==> src/rtl/psu_pkg.sv <==
`default_nettype none
package psu_pkg;
  // Register byte offsets
  localparam logic [7:0] OFF_SYNC_CHANNEL_MODE   = 8'h00;
  localparam logic [7:0] OFF_SYNC_UPDATE_CONTROL = 8'h04;
  localparam logic [7:0] OFF_SYNC_UPDATE_PERIOD  = 8'h08;
  localparam logic [7:0] OFF_UPDATE_PERIOD_SHADOW = 8'h0C;
  localparam logic [7:0] OFF_SECOND_INT_MASK     = 8'h10;
  localparam logic [7:0] OFF_SECOND_INT_STATUS   = 8'h14;
  localparam logic [7:0] OFF_DUTY_UPDATE         = 8'h18;
  localparam logic [7:0] OFF_PERIOD_UPDATE       = 8'h1C;
  localparam logic [7:0] OFF_DEADTIME_UPDATE     = 8'h20;
  localparam logic [7:0] OFF_CHANNEL_ENABLE      = 8'h24;
  localparam logic [7:0] OFF_CHANNEL_DISABLE     = 8'h28;
  localparam logic [7:0] OFF_ACTIVE_DUTY         = 8'h2C;
  localparam logic [7:0] OFF_ACTIVE_PERIOD       = 8'h30;
  localparam logic [7:0] OFF_ACTIVE_DEADTIME     = 8'h34;
  // Sync channel mode register fields
  localparam int SCM_SYNC_LSB   = 0;
  localparam int SCM_METHOD_LSB = 16;
  localparam int METHOD_W       = 2;
  localparam int SCM_TIMING_BIT = 20;
  localparam int SCM_CMPSEL_LSB = 21;
  localparam int CMPSEL_W       = 3;
  localparam logic [1:0] METHOD_AUTO_DMA = 2'h2;
  // Other bit and field positions
  localparam int UNLOCK_BIT     = 0;
  localparam int CH0_ENABLE_BIT = 0;
  localparam int UPR_LSB        = 0;
  localparam int UPRCNT_LSB     = 8;
  // Second status / mask layout
  localparam int STAT_W        = 2;
  localparam int STAT_WRITE_READY_FLAG_BIT = 0;
  localparam int STAT_DMA_UNDERRUN_FLAG_BIT = 1;
  // Reset values
  localparam logic [STAT_W-1:0] RST_MASK   = 2'h0;
  localparam logic [1:0]        RST_METHOD = 2'h0;
endpackage
`default_nettype wire

==> src/rtl/psu_link_if.sv <==
`default_nettype none
interface psu_link_if #(
  parameter int UPRW = 4
) ();
  logic            period_start;
  logic            run;
  logic            shadow_wr;
  logic            direct_wr;
  logic [UPRW-1:0] wdata;
  logic [UPRW-1:0] update_period_value;
  logic [UPRW-1:0] cnt;
  logic            period_end;
  logic            pend;

  modport ctrl (output period_start, run, shadow_wr, direct_wr, wdata,
                input  update_period_value, cnt, period_end, pend);
  modport cnt_side (input  period_start, run, shadow_wr, direct_wr, wdata,
                    output update_period_value, cnt, period_end, pend);
endinterface
`default_nettype wire

==> src/rtl/psu_sync_update.sv <==
// The register offsets and strobed register access are this design's own decisions.
`default_nettype none
module psu_sync_update
  import psu_pkg::*;
#(
  parameter int NCH  = 4,   // Channels
  parameter int DW   = 16,  // Duty, period, dead-time width
  parameter int UPRW = 4,   // Update period field width
  parameter int NCMP = 8    // Comparison match inputs
) (
  input  wire logic            core_clk_in,       // Peripheral clock, 125 MHz
  input  wire logic            rstn_in,           // Async reset, active low
  input  wire logic [7:0]      addr_in,           // Register byte address
  input  wire logic [31:0]     wdata_in,          // Write data
  input  wire logic            wr_in,             // Write strobe
  input  wire logic            rd_in,             // Read strobe
  output logic      [31:0]     rdata_out,         // Read data, cycle after strobe
  input  wire logic            period_start_in,   // Sync PWM period start pulse
  input  wire logic [NCMP-1:0] cmp_match_in,      // Comparison match pulses
  output logic                 irq_out,           // Interrupt, level
  output logic                 dma_req_out,       // DMA transfer request, level
  output logic      [NCH-1:0]  sync_mask_out,     // Synchronous channel set
  output logic      [NCH-1:0]  chan_en_out,       // Channel enables
  output logic      [DW-1:0]   duty_out,          // Active duty value
  output logic      [DW-1:0]   period_out,        // Active period value
  output logic      [DW-1:0]   deadtime_out,      // Active dead-time value
  output logic                 duty_update_out    // Duty applied pulse
);

  typedef struct packed {
    logic [NCH-1:0]      sync_sel;
    logic [NCH-1:0]      chan_en;
    logic [METHOD_W-1:0] method;
    logic                timing;
    logic [CMPSEL_W-1:0] cmp_sel;
    logic                unlock;
    logic [DW-1:0]       duty_pend;
    logic [DW-1:0]       duty_act;
    logic [DW-1:0]       per_upd;
    logic [DW-1:0]       per_act;
    logic [DW-1:0]       dt_upd;
    logic [DW-1:0]       dt_act;
    logic                duty_seen;
    logic [STAT_W-1:0]   status;
    logic [STAT_W-1:0]   mask;
    logic                irq;
    logic                dma_req;
    logic                duty_strobe;
    logic [31:0]         rdata;
  } psu_ctrl_s;

  psu_ctrl_s         s_q;
  psu_ctrl_s         s_d;
  logic              auto_mode;
  logic              duty_wr;
  logic              trig;
  logic              stat_rd;
  logic [STAT_W-1:0] ev;

  psu_link_if #(.UPRW(UPRW)) ui ();

  ////////////////////////////////////////////////////////////////////////
  // Update period counter
  psu_period_cnt #(
    .UPRW (UPRW)
  ) u_cnt (
    .core_clk_in (core_clk_in),
    .rstn_in     (rstn_in),
    .ui          (ui)
  );

  assign ui.period_start = period_start_in;
  assign ui.run          = auto_mode && s_q.chan_en[CH0_ENABLE_BIT];
  assign ui.shadow_wr    = wr_in && (addr_in == OFF_UPDATE_PERIOD_SHADOW);
  assign ui.direct_wr    = wr_in && (addr_in == OFF_SYNC_UPDATE_PERIOD);
  assign ui.wdata        = wdata_in[UPR_LSB +: UPRW];

  ////////////////////////////////////////////////////////////////////////
  // Events
  assign auto_mode = (s_q.method == METHOD_AUTO_DMA);
  assign duty_wr   = wr_in && (addr_in == OFF_DUTY_UPDATE);
  assign stat_rd   = rd_in && (addr_in == OFF_SECOND_INT_STATUS);
  assign trig      = auto_mode && (s_q.timing ? cmp_match_in[s_q.cmp_sel] : ui.period_end);
  assign ev[STAT_WRITE_READY_FLAG_BIT] = trig;
  assign ev[STAT_DMA_UNDERRUN_FLAG_BIT] = auto_mode && ui.period_end && !s_q.duty_seen;

  ////////////////////////////////////////////////////////////////////////
  always_comb begin
    s_d             = s_q;
    s_d.duty_strobe = 1'b0;
    s_d.rdata       = '0;
    // Pending period and dead-time move at next period start
    if (s_q.unlock && period_start_in) begin
      s_d.per_act = s_q.per_upd;
      s_d.dt_act  = s_q.dt_upd;
      s_d.unlock  = 1'b0;
    end
    if (wr_in) begin
      case (addr_in)
        OFF_SYNC_CHANNEL_MODE: begin
          s_d.sync_sel = wdata_in[SCM_SYNC_LSB +: NCH];
          s_d.method   = wdata_in[SCM_METHOD_LSB +: METHOD_W];
          s_d.timing   = wdata_in[SCM_TIMING_BIT];
          s_d.cmp_sel  = wdata_in[SCM_CMPSEL_LSB +: CMPSEL_W];
        end
        OFF_SYNC_UPDATE_CONTROL: begin
          if (wdata_in[UNLOCK_BIT]) begin
            s_d.unlock = 1'b1;
          end
        end
        OFF_SECOND_INT_MASK: s_d.mask = wdata_in[STAT_W-1:0];
        OFF_DUTY_UPDATE: begin
          s_d.duty_pend = wdata_in[DW-1:0];
          s_d.dma_req   = 1'b0;
        end
        OFF_PERIOD_UPDATE:   s_d.per_upd = wdata_in[DW-1:0];
        OFF_DEADTIME_UPDATE: s_d.dt_upd  = wdata_in[DW-1:0];
        OFF_CHANNEL_ENABLE: begin
          // Channel zero brings all synchronous channels along
          s_d.chan_en = s_q.chan_en | wdata_in[NCH-1:0] |
                        (wdata_in[CH0_ENABLE_BIT] ? s_q.sync_sel : '0);
        end
        OFF_CHANNEL_DISABLE: begin
          s_d.chan_en = s_q.chan_en & ~(wdata_in[NCH-1:0] |
                        (wdata_in[CH0_ENABLE_BIT] ? s_q.sync_sel : '0));
        end
        default: ;
      endcase
    end
    // Duty applied automatically at each update period end
    if (auto_mode && ui.period_end) begin
      s_d.duty_act    = s_q.duty_pend;
      s_d.duty_strobe = 1'b1;
      s_d.duty_seen   = duty_wr;
    end else if (duty_wr) begin
      s_d.duty_seen = 1'b1;
    end
    if (trig) begin
      s_d.dma_req = 1'b1;
    end
    if (stat_rd) begin
      s_d.status = '0;
    end
    s_d.status = s_d.status | ev;
    s_d.irq    = |(s_d.status & s_d.mask);
    if (rd_in) begin
      case (addr_in)
        OFF_SYNC_CHANNEL_MODE: begin
          s_d.rdata[SCM_SYNC_LSB +: NCH]        = s_q.sync_sel;
          s_d.rdata[SCM_METHOD_LSB +: METHOD_W] = s_q.method;
          s_d.rdata[SCM_TIMING_BIT]             = s_q.timing;
          s_d.rdata[SCM_CMPSEL_LSB +: CMPSEL_W] = s_q.cmp_sel;
        end
        OFF_SYNC_UPDATE_CONTROL: s_d.rdata[UNLOCK_BIT] = s_q.unlock;
        OFF_SYNC_UPDATE_PERIOD: begin
          s_d.rdata[UPR_LSB +: UPRW]    = ui.update_period_value;
          s_d.rdata[UPRCNT_LSB +: UPRW] = ui.cnt;
        end
        OFF_SECOND_INT_MASK:   s_d.rdata[STAT_W-1:0] = s_q.mask;
        OFF_SECOND_INT_STATUS: s_d.rdata[STAT_W-1:0] = s_q.status;
        OFF_PERIOD_UPDATE:     s_d.rdata[DW-1:0]     = s_q.per_upd;
        OFF_DEADTIME_UPDATE:   s_d.rdata[DW-1:0]     = s_q.dt_upd;
        OFF_CHANNEL_ENABLE:    s_d.rdata[NCH-1:0]    = s_q.chan_en;
        OFF_ACTIVE_DUTY:       s_d.rdata[DW-1:0]     = s_q.duty_act;
        OFF_ACTIVE_PERIOD:     s_d.rdata[DW-1:0]     = s_q.per_act;
        OFF_ACTIVE_DEADTIME:   s_d.rdata[DW-1:0]     = s_q.dt_act;
        default:               s_d.rdata             = '0;
      endcase
    end
  end

  always_ff @(posedge core_clk_in or negedge rstn_in) begin
    if (!rstn_in) begin
      s_q <= '0;
    end else begin
      s_q <= s_d;
    end
  end

  ////////////////////////////////////////////////////////////////////////
  // Outputs
  assign rdata_out       = s_q.rdata;
  assign irq_out         = s_q.irq;
  assign dma_req_out     = s_q.dma_req;
  assign sync_mask_out   = s_q.sync_sel;
  assign chan_en_out     = s_q.chan_en;
  assign duty_out        = s_q.duty_act;
  assign period_out      = s_q.per_act;
  assign deadtime_out    = s_q.dt_act;
  assign duty_update_out = s_q.duty_strobe;
endmodule
`default_nettype wire

==> src/rtl/psu_period_cnt.sv <==
`default_nettype none
module psu_period_cnt
  import psu_pkg::*;
#(
  parameter int UPRW = 4
) (
  input  wire logic       core_clk_in,  // Peripheral clock
  input  wire logic       rstn_in,      // Async reset, active low
  psu_link_if.cnt_side    ui            // Link to control block
);

  typedef struct packed {
    logic [UPRW-1:0] update_period_value;
    logic [UPRW-1:0] cnt;
    logic [UPRW-1:0] shadow;
    logic            pend;
  } psu_cnt_s;

  psu_cnt_s s_q;
  psu_cnt_s s_d;
  logic     wrap;

  ////////////////////////////////////////////////////////////////////////
  assign wrap          = ui.period_start && ui.run && (s_q.cnt == s_q.update_period_value);
  assign ui.period_end = wrap;
  assign ui.update_period_value        = s_q.update_period_value;
  assign ui.cnt        = s_q.cnt;
  assign ui.pend       = s_q.pend;

  always_comb begin
    s_d = s_q;
    if (ui.direct_wr) begin
      s_d.update_period_value = ui.wdata;
    end
    if (ui.period_start && ui.run) begin
      if (wrap) begin
        s_d.cnt = '0;
        if (s_q.pend) begin
          s_d.update_period_value  = s_q.shadow;
          s_d.pend = 1'b0;
        end
      end else begin
        s_d.cnt = s_q.cnt + 1'b1;
      end
    end
    if (ui.shadow_wr) begin
      s_d.shadow = ui.wdata;
      s_d.pend   = 1'b1;
    end
  end

  always_ff @(posedge core_clk_in or negedge rstn_in) begin
    if (!rstn_in) begin
      s_q <= '0;
    end else begin
      s_q <= s_d;
    end
  end
endmodule
`default_nettype wire

==> config.mk <==
export PLATFORM = sky130hd
export DESIGN_NAME = psu_sync_update
export DESIGN_NICKNAME = d
export VERILOG_FILES = /design/src/rtl/psu_pkg.sv /design/src/rtl/psu_link_if.sv /design/src/rtl/psu_sync_update.sv /design/src/rtl/psu_period_cnt.sv
export SDC_FILE = /design/constraint.sdc
export NUM_CORES = 1
export LEC_CHECK = 0
export BUFFER_PORTS_ARGS = -buffer_cell sky130_fd_sc_hd__buf_2
export CAP_MARGIN = 30
export CORE_ASPECT_RATIO = 1.1
export CORE_MARGIN = 2
export CORE_UTILIZATION = 60
export CTS_CLUSTER_SIZE = 20
export DETAILED_ROUTE_END_ITERATION = 12
export GPL_TIMING_DRIVEN = 0
export PLACE_DENSITY = 0.85
export SLEW_MARGIN = 30
export SYNTH_ARGS = -nofsm -noshare
export SYNTH_HDL_FRONTEND = slang
export SYNTH_HIERARCHICAL = 1
export SYNTH_SLANG_ARGS = --single-unit
export TNS_END_PERCENT = 100
==> constraint.sdc <==
create_clock -name core_clk_in -period 6.4 [get_ports core_clk_in]
set_input_delay 0.96 -clock core_clk_in [delete_from_list [all_inputs] [get_ports core_clk_in]]
set_output_delay 0.96 -clock core_clk_in [all_outputs]
set_load 0.02 [all_outputs]
# Yosys cells after proc, flatten, opt, wreduce, memory -nomap -nowiden
# Cells that the tools add are included.
classes:
  muxes: 36
  magnitude_cmp: 1
  n_reduce_logical: 27
  bitwise_logic: 7
  eq_ne: 15
  n_addsub: 1
op_table:
  columns: ["op", "count"]
  rows:
  - ["8-bit by 6-bit equality test with 1-bit output, second input constant", 6]
  - ["4-bit one-hot mux with 5 select lines", 2]
  - ["8-bit by 5-bit equality test with 1-bit output, second input constant", 4]
  - ["24-bit 2-to-1 mux", 1]
  - ["4-bit 2-to-1 mux", 6]
  - ["4-bit one-hot mux with 6 select lines", 1]
  - ["17-bit 2-to-1 mux", 1]
  - ["8-bit by 4-bit equality test with 1-bit output, second input constant", 2]
  - ["16-bit 2-to-1 mux", 1]
  - ["2-bit one-hot mux with 8 select lines", 1]
  - ["1-bit 2-to-1 mux", 14]
  - ["2-bit AND reduction", 7]
  - ["4-bit bitwise OR", 3]
  - ["2-bit nonzero test", 6]
  - ["1-bit logical AND", 11]
  - ["1-bit one-hot mux with 11 select lines", 1]
  - ["1-bit one-hot mux with 10 select lines", 1]
  - ["8-bit by 3-bit equality test with 1-bit output, second input constant", 1]
  - ["8-bit logical NOT", 1]
  - ["2-bit 2-to-1 mux", 4]
  - ["8-bit 2-to-1 mux", 1]
  - ["4-bit one-hot mux with 2 select lines", 1]
  - ["4-bit by 1-bit adder with 4-bit output, second input constant", 1]
  - ["4-bit AND", 1]
  - ["9 further kinds", 9]
word_totals:
  register_bits: 164
  output_inout_bits: 91
  word_cells: 110

# Depth between registers and ports, before layout
logic_depth:
  word_depth: 9
  mapped_depth: 10

# Cells and area by module
# The synthesis kept the hierarchy.
modules_own_cells:
  columns: ["module", "instances", "area_per_inst_um2", "cells_per_inst"]
  rows:
  - ["psu_sync_update", 1, 6969.2, 550]
  - ["psu_period_cnt", 1, 760.7, 64]

# Worst setup path after synthesis
# Ideal clock, no wire load.
synth_path:
  path_type: "in2reg"
  start: "input port period_start_in"
  end: "register s_q, in the netlist duty_out[10]"
  stages: 7
  arrival_ns: 2.282
  n_path_buf: 2
  path_slack_ns: 3.993
  cell_sequence: "and2_1 buf_6 nand2_1 inv_1 nand2_1 clkbuf_1 mux2_2"
synth_between:
  elab_chain_cells: 3
synth_rtl:
  columns: ["element", "line", "text"]
  rows:
  - ["start: declaration", "psu_sync_update.sv:18", "input wire logic period_start_in,"]
  - ["1-bit logical AND (2 in a row)", "psu_period_cnt.sv:24", "assign wrap = ui.period_start && ui.run && (s_q.cnt == s_q.update_period_value);"]
  - ["net ui.period_end", "psu_link_if.sv:12", "logic period_end;"]
  - ["1-bit logical AND", "psu_sync_update.sv:131", "if (auto_mode && ui.period_end) begin"]
  - ["end signal: assignment", "psu_sync_update.sv:174", "s_q <= '0;"]
  - ["end signal: assignment", "psu_sync_update.sv:176", "s_q <= s_d;"]
  - ["end: declaration", "psu_sync_update.sv:52", "psu_ctrl_s s_q;"]
# The timed path passes the listed nets, and every way through them passes these cells.
# A chain may end at the register's enable or synchronous reset.

# Worst setup path after layout
layout_path:
  start: "register s_q[142] (netlist name)"
  end: "register s_q, in the netlist duty_out[15]"
layout_between:
  elab_chain_cells: 5
layout_rtl:
  columns: ["element", "line", "text"]
  rows:
  - ["2-bit equality test", "psu_sync_update.sv:80", "assign auto_mode = (s_q.method == METHOD_AUTO_DMA);"]
  - ["1-bit logical AND", "psu_sync_update.sv:73", "assign ui.run = auto_mode && s_q.chan_en[CH0_ENABLE_BIT];"]
  - ["net ui.run", "psu_link_if.sv:6", "logic run;"]
  - ["1-bit logical AND (2 in a row)", "psu_period_cnt.sv:24", null]
  - ["net ui.period_end", "psu_link_if.sv:12", null]
  - ["1-bit logical AND", "psu_sync_update.sv:131", null]
# The timed path passes the listed nets, and every way through them passes these cells.

==> impl_metrics.json <==
{
  "fin_crit_ns": 2.739,
  "layout-drive-gt1-share_pct": 55.21,
  "dp_cells": 902,
  "first_iter_violations": 493,
  "leakage_nw": 4.989,
  "ys_types": 63,
  "core-area_mm2": 0.01259,
  "drtAntennaViolNets": 0,
  "hold_viol": 0,
  "status": "finished clean",
  "hp-class": "register to register",
  "dr_total_vias": 5507,
  "dieHeight_um": 123.0,
  "period_share_pct": 42.80,
  "fin_tns_setup_ns": 0,
  "max_clock_freq_mhz": 365.1,
  "synthCells": 614,
  "io_buffers": 121,
  "ys_ff_latch": 154,
  "slowest_stage": "clkbuf_1",
  "power.density_mw_per_mm2": 246.8,
  "ctsHoldBuffers": 0,
  "synth_flop_cell": "dfrtp_1",
  "place_hpwl_mm": 13.23,
  "r2r-start": "s_q[142]",
  "worst_pin_slew_ns": 0.8222,
  "r2r_slack_ns": 3.66,
  "postCtsSetupRepairBufs": 0,
  "fin_hold_ws_ns": 0.4852,
  "crit_buf_inv": 3,
  "rows": 43,
  "dieArea_mm2": 0.01381,
  "layout_common_cells": "dfrtp_1 (154), buf_2 (128), mux2_2 (124), buf_4 (99), nand2_1 (24)",
  "fin_skew_ns": 0.008026,
  "synth_area_mm2": 0.007730,
  "seqPwrFrac_pct": 44.7,
  "crit_start": "s_q[142]",
  "antenna_found_initial": 0,
  "vias_per_cell": 5.896,
  "ctsHtreeMaxLevel": 4,
  "cp_top_family": "simple AND/OR/NAND/NOR gates",
  "placed_cell_area_mm2": 0.008603,
  "synth_edf_count": 0,
  "worstSetupEndpointType": "register",
  "drv_slew": 0,
  "pwr-share-comb_pct": 6.4,
  "grt_overflow": 0,
  "area_growth_pct": 19.83,
  "reg2reg_to": "duty_out[15]",
  "ff2ff_path_depth": 9,
  "ys_seq_area_share_pct": 49.85,
  "synth.avg_cell_area_um2": 12.59,
  "synth-simple-area-share_pct": 7.883,
  "ir_drop_mv": 0.1907,
  "clock_sinks": 154,
  "min_to": "dma_req_out",
  "whs_path_depth": 2,
  "relSlewSlack_pct": 45.19,
  "async_flop_share_pct": 100.0,
  "synth.area.top_cells": "dfrtp_1 (50%), mux2_2 (18%), buf_4 (9.6%)",
  "synth_fa_ha_area_share_pct": 0.1619,
  "crit_chain": "nor2b_1 > and2_1 > and2_1 > buf_6 > nand2_1 > inv_1 > nand2_1 > clkbuf_1 > mux2_2",
  "grt_first_pass_wirelength_mm": 30.37,
  "grt_pass1_vias": 5588,
  "internal_power_mw": 1.769,
  "gp_congestion": 0.8396,
  "power.switching_uw": 516.6,
  "dr.pass1.iters": 8,
  "max-cap-violations": 0,
  "hp-start": "dma_req_out",
  "drc": 0,
  "n_fill_cell": 844,
  "design_area_mm2": 0.009263,
  "netlist.area_leader.share_pct": 49.85,
  "cts_root_buffer": "clkbuf_16",
  "path_clk_slew_ns": 0.06,
  "synth.largest_area_cell": "dfrtp_1",
  "cts_buffers": 17,
  "antenna_cells": 0,
  "p_clk_share_pct": 48.9,
  "grt_max_degree": 92,
  "layout_commonest_cell": "dfrtp_1",
  "wl_per_cell_um": 20.49,
  "critPathArrivalTime_ns": 3.04,
  "clock_latency_ns": 0.43,
  "rsz0062_at_grt": "no",
  "cp_max_fo": 10,
  "fin_nets": 818,
  "initial_core_util_pct": 61.40,
  "tritoncts": "done",
  "slowest_delay_ns": 0.59,
  "ioPinCount": 144,
  "start_kind": "register",
  "critPathKind": "register to register",
  "chipWidth_um": 112.2,
  "synth_warnings": 6,
  "final_cell_count_no_fill": 934,
  "critPathRequiredTime_ns": 6.70,
  "cts_max_path_buffers": 2,
  "synth_xor_area_share_pct": 0.4532,
  "cts_resized": 0,
  "grt_usage_pct": 28.93,
  "routed_wl_mm": 19.14,
  "switching_share_pct": 22.60,
  "finalSetupViolCount": 0,
  "synth_compound_area_share_pct": 7.948,
  "synth.area.mux_share_pct": 21.95,
  "synth_top_family_by_area": "multiplexers"
}
-- cells in the mapped netlist (3+ instances only) --
| cell type | number |
|---|---|
| mux2_2 | 124 |
| mux2i_1 | 9 |
| and2_1 | 8 |
| clkbuf_1 | 7 |
| and3_1 | 5 |
| a221oi_1 | 4 |
| mux2_4 | 14 |
| buf_6 | 5 |
| a31oi_1 | 4 |
| buf_1 | 3 |
| nand2b_1 | 3 |
| nor2_1 | 20 |
| o22ai_1 | 7 |
| buf_2 | 8 |
| nand3_1 | 5 |
| a21boi_0 | 5 |
| nand2_1 | 24 |
| a22oi_1 | 9 |
| xnor2_1 | 4 |
| buf_4 | 99 |
| a222oi_1 | 10 |
| o21ai_0 | 7 |
| dfrtp_1 | 154 |
| inv_1 | 6 |
| nand4_1 | 3 |
| a21oi_1 | 11 |
| a22o_1 | 12 |
-- how the worst max path moves through the flow --
stage / slack (ns) / cells after the start / endpoint
global route: 3.53 / 9 / duty_out[15]
floorplan: 3.99 / 7 / duty_out[10]
finish: 3.66 / 9 / duty_out[15]
CTS: 3.67 / 9 / duty_out[15]
global placement: 2.31 / 1 / rdata_out[16]
detailed placement: 3.25 / 8 / duty_out[14]
-- layout make-up --
type,count,area (um^2),area share [%]
Sequential cell,154,3854,41.60
Multi-Input combinational cell,340,3005,32.45
Buffer,123,882.1,9.523
Timing Repair Buffer,122,643.1,6.943
Clock buffer,19,442.9,4.782
Clock inverter,13,216.5,2.337
Tap cell,157,196.4,2.121
Inverter,6,22.52,0.2431
-- power groups by stage --
stage	logic (mW)	registers (mW)	clock network (mW)
3_3_place_gp	0.138	1.04	0
3_5_place_dp	0.147	1.04	0
5_1_grt	0.160	1.02	1.16
6_report	0.147	1.02	1.12
2_1_floorplan	0.0825	1.03	0
4_1_cts	0.147	1.02	1.12
-- logic make-up after synthesis --
kind of cell	Yosys count
mux	147
simple gates	96
fa+ha+maj	1
other cells	1
xor+xnor	4
buf+inv	129
flops	154
compound gates	82
-- state kept, by name, indices dropped and copies added, names as in the netlist --
name,count
chan_en_out,4
deadtime_out,16
dma_req_out,1
duty_out,16
duty_update_out,1
irq_out,1
period_out,16
rdata_out,22
s_q,60
sync_mask_out,4
u_cnt/s_q,4
u_cnt/ui.cnt,4
u_cnt/ui.pend,1
u_cnt/ui.update_period_value,4
-- metrics by stage --
step	util, %	setup WS [ns]	power [mW]
after global placement	68.04	2.306	1.174
after CTS	73.57	3.667	2.289
after floorplan	-	3.993	1.113
final	73.57	3.661	2.286
after detailed placement	68.34	3.253	1.185
after global routing	73.57	3.526	2.348
-- routing by layer --
layer	GRT usage [%]	up-vias	routed length, um
li1	-	2401	-
met1	36.25	2764	7607
met2	48.49	279	9575
met3	6.127	63	1312
met4	13.87	0	644
met5	0	-	0
-- worst min-delay path, cell delays in order, from the launching register on --
cell,delay (ns)
dfrtp_1,0.35
nand2_1,0.05
nand2_1,0.06
No activity file was read; power rests on OpenSTA's default activity.
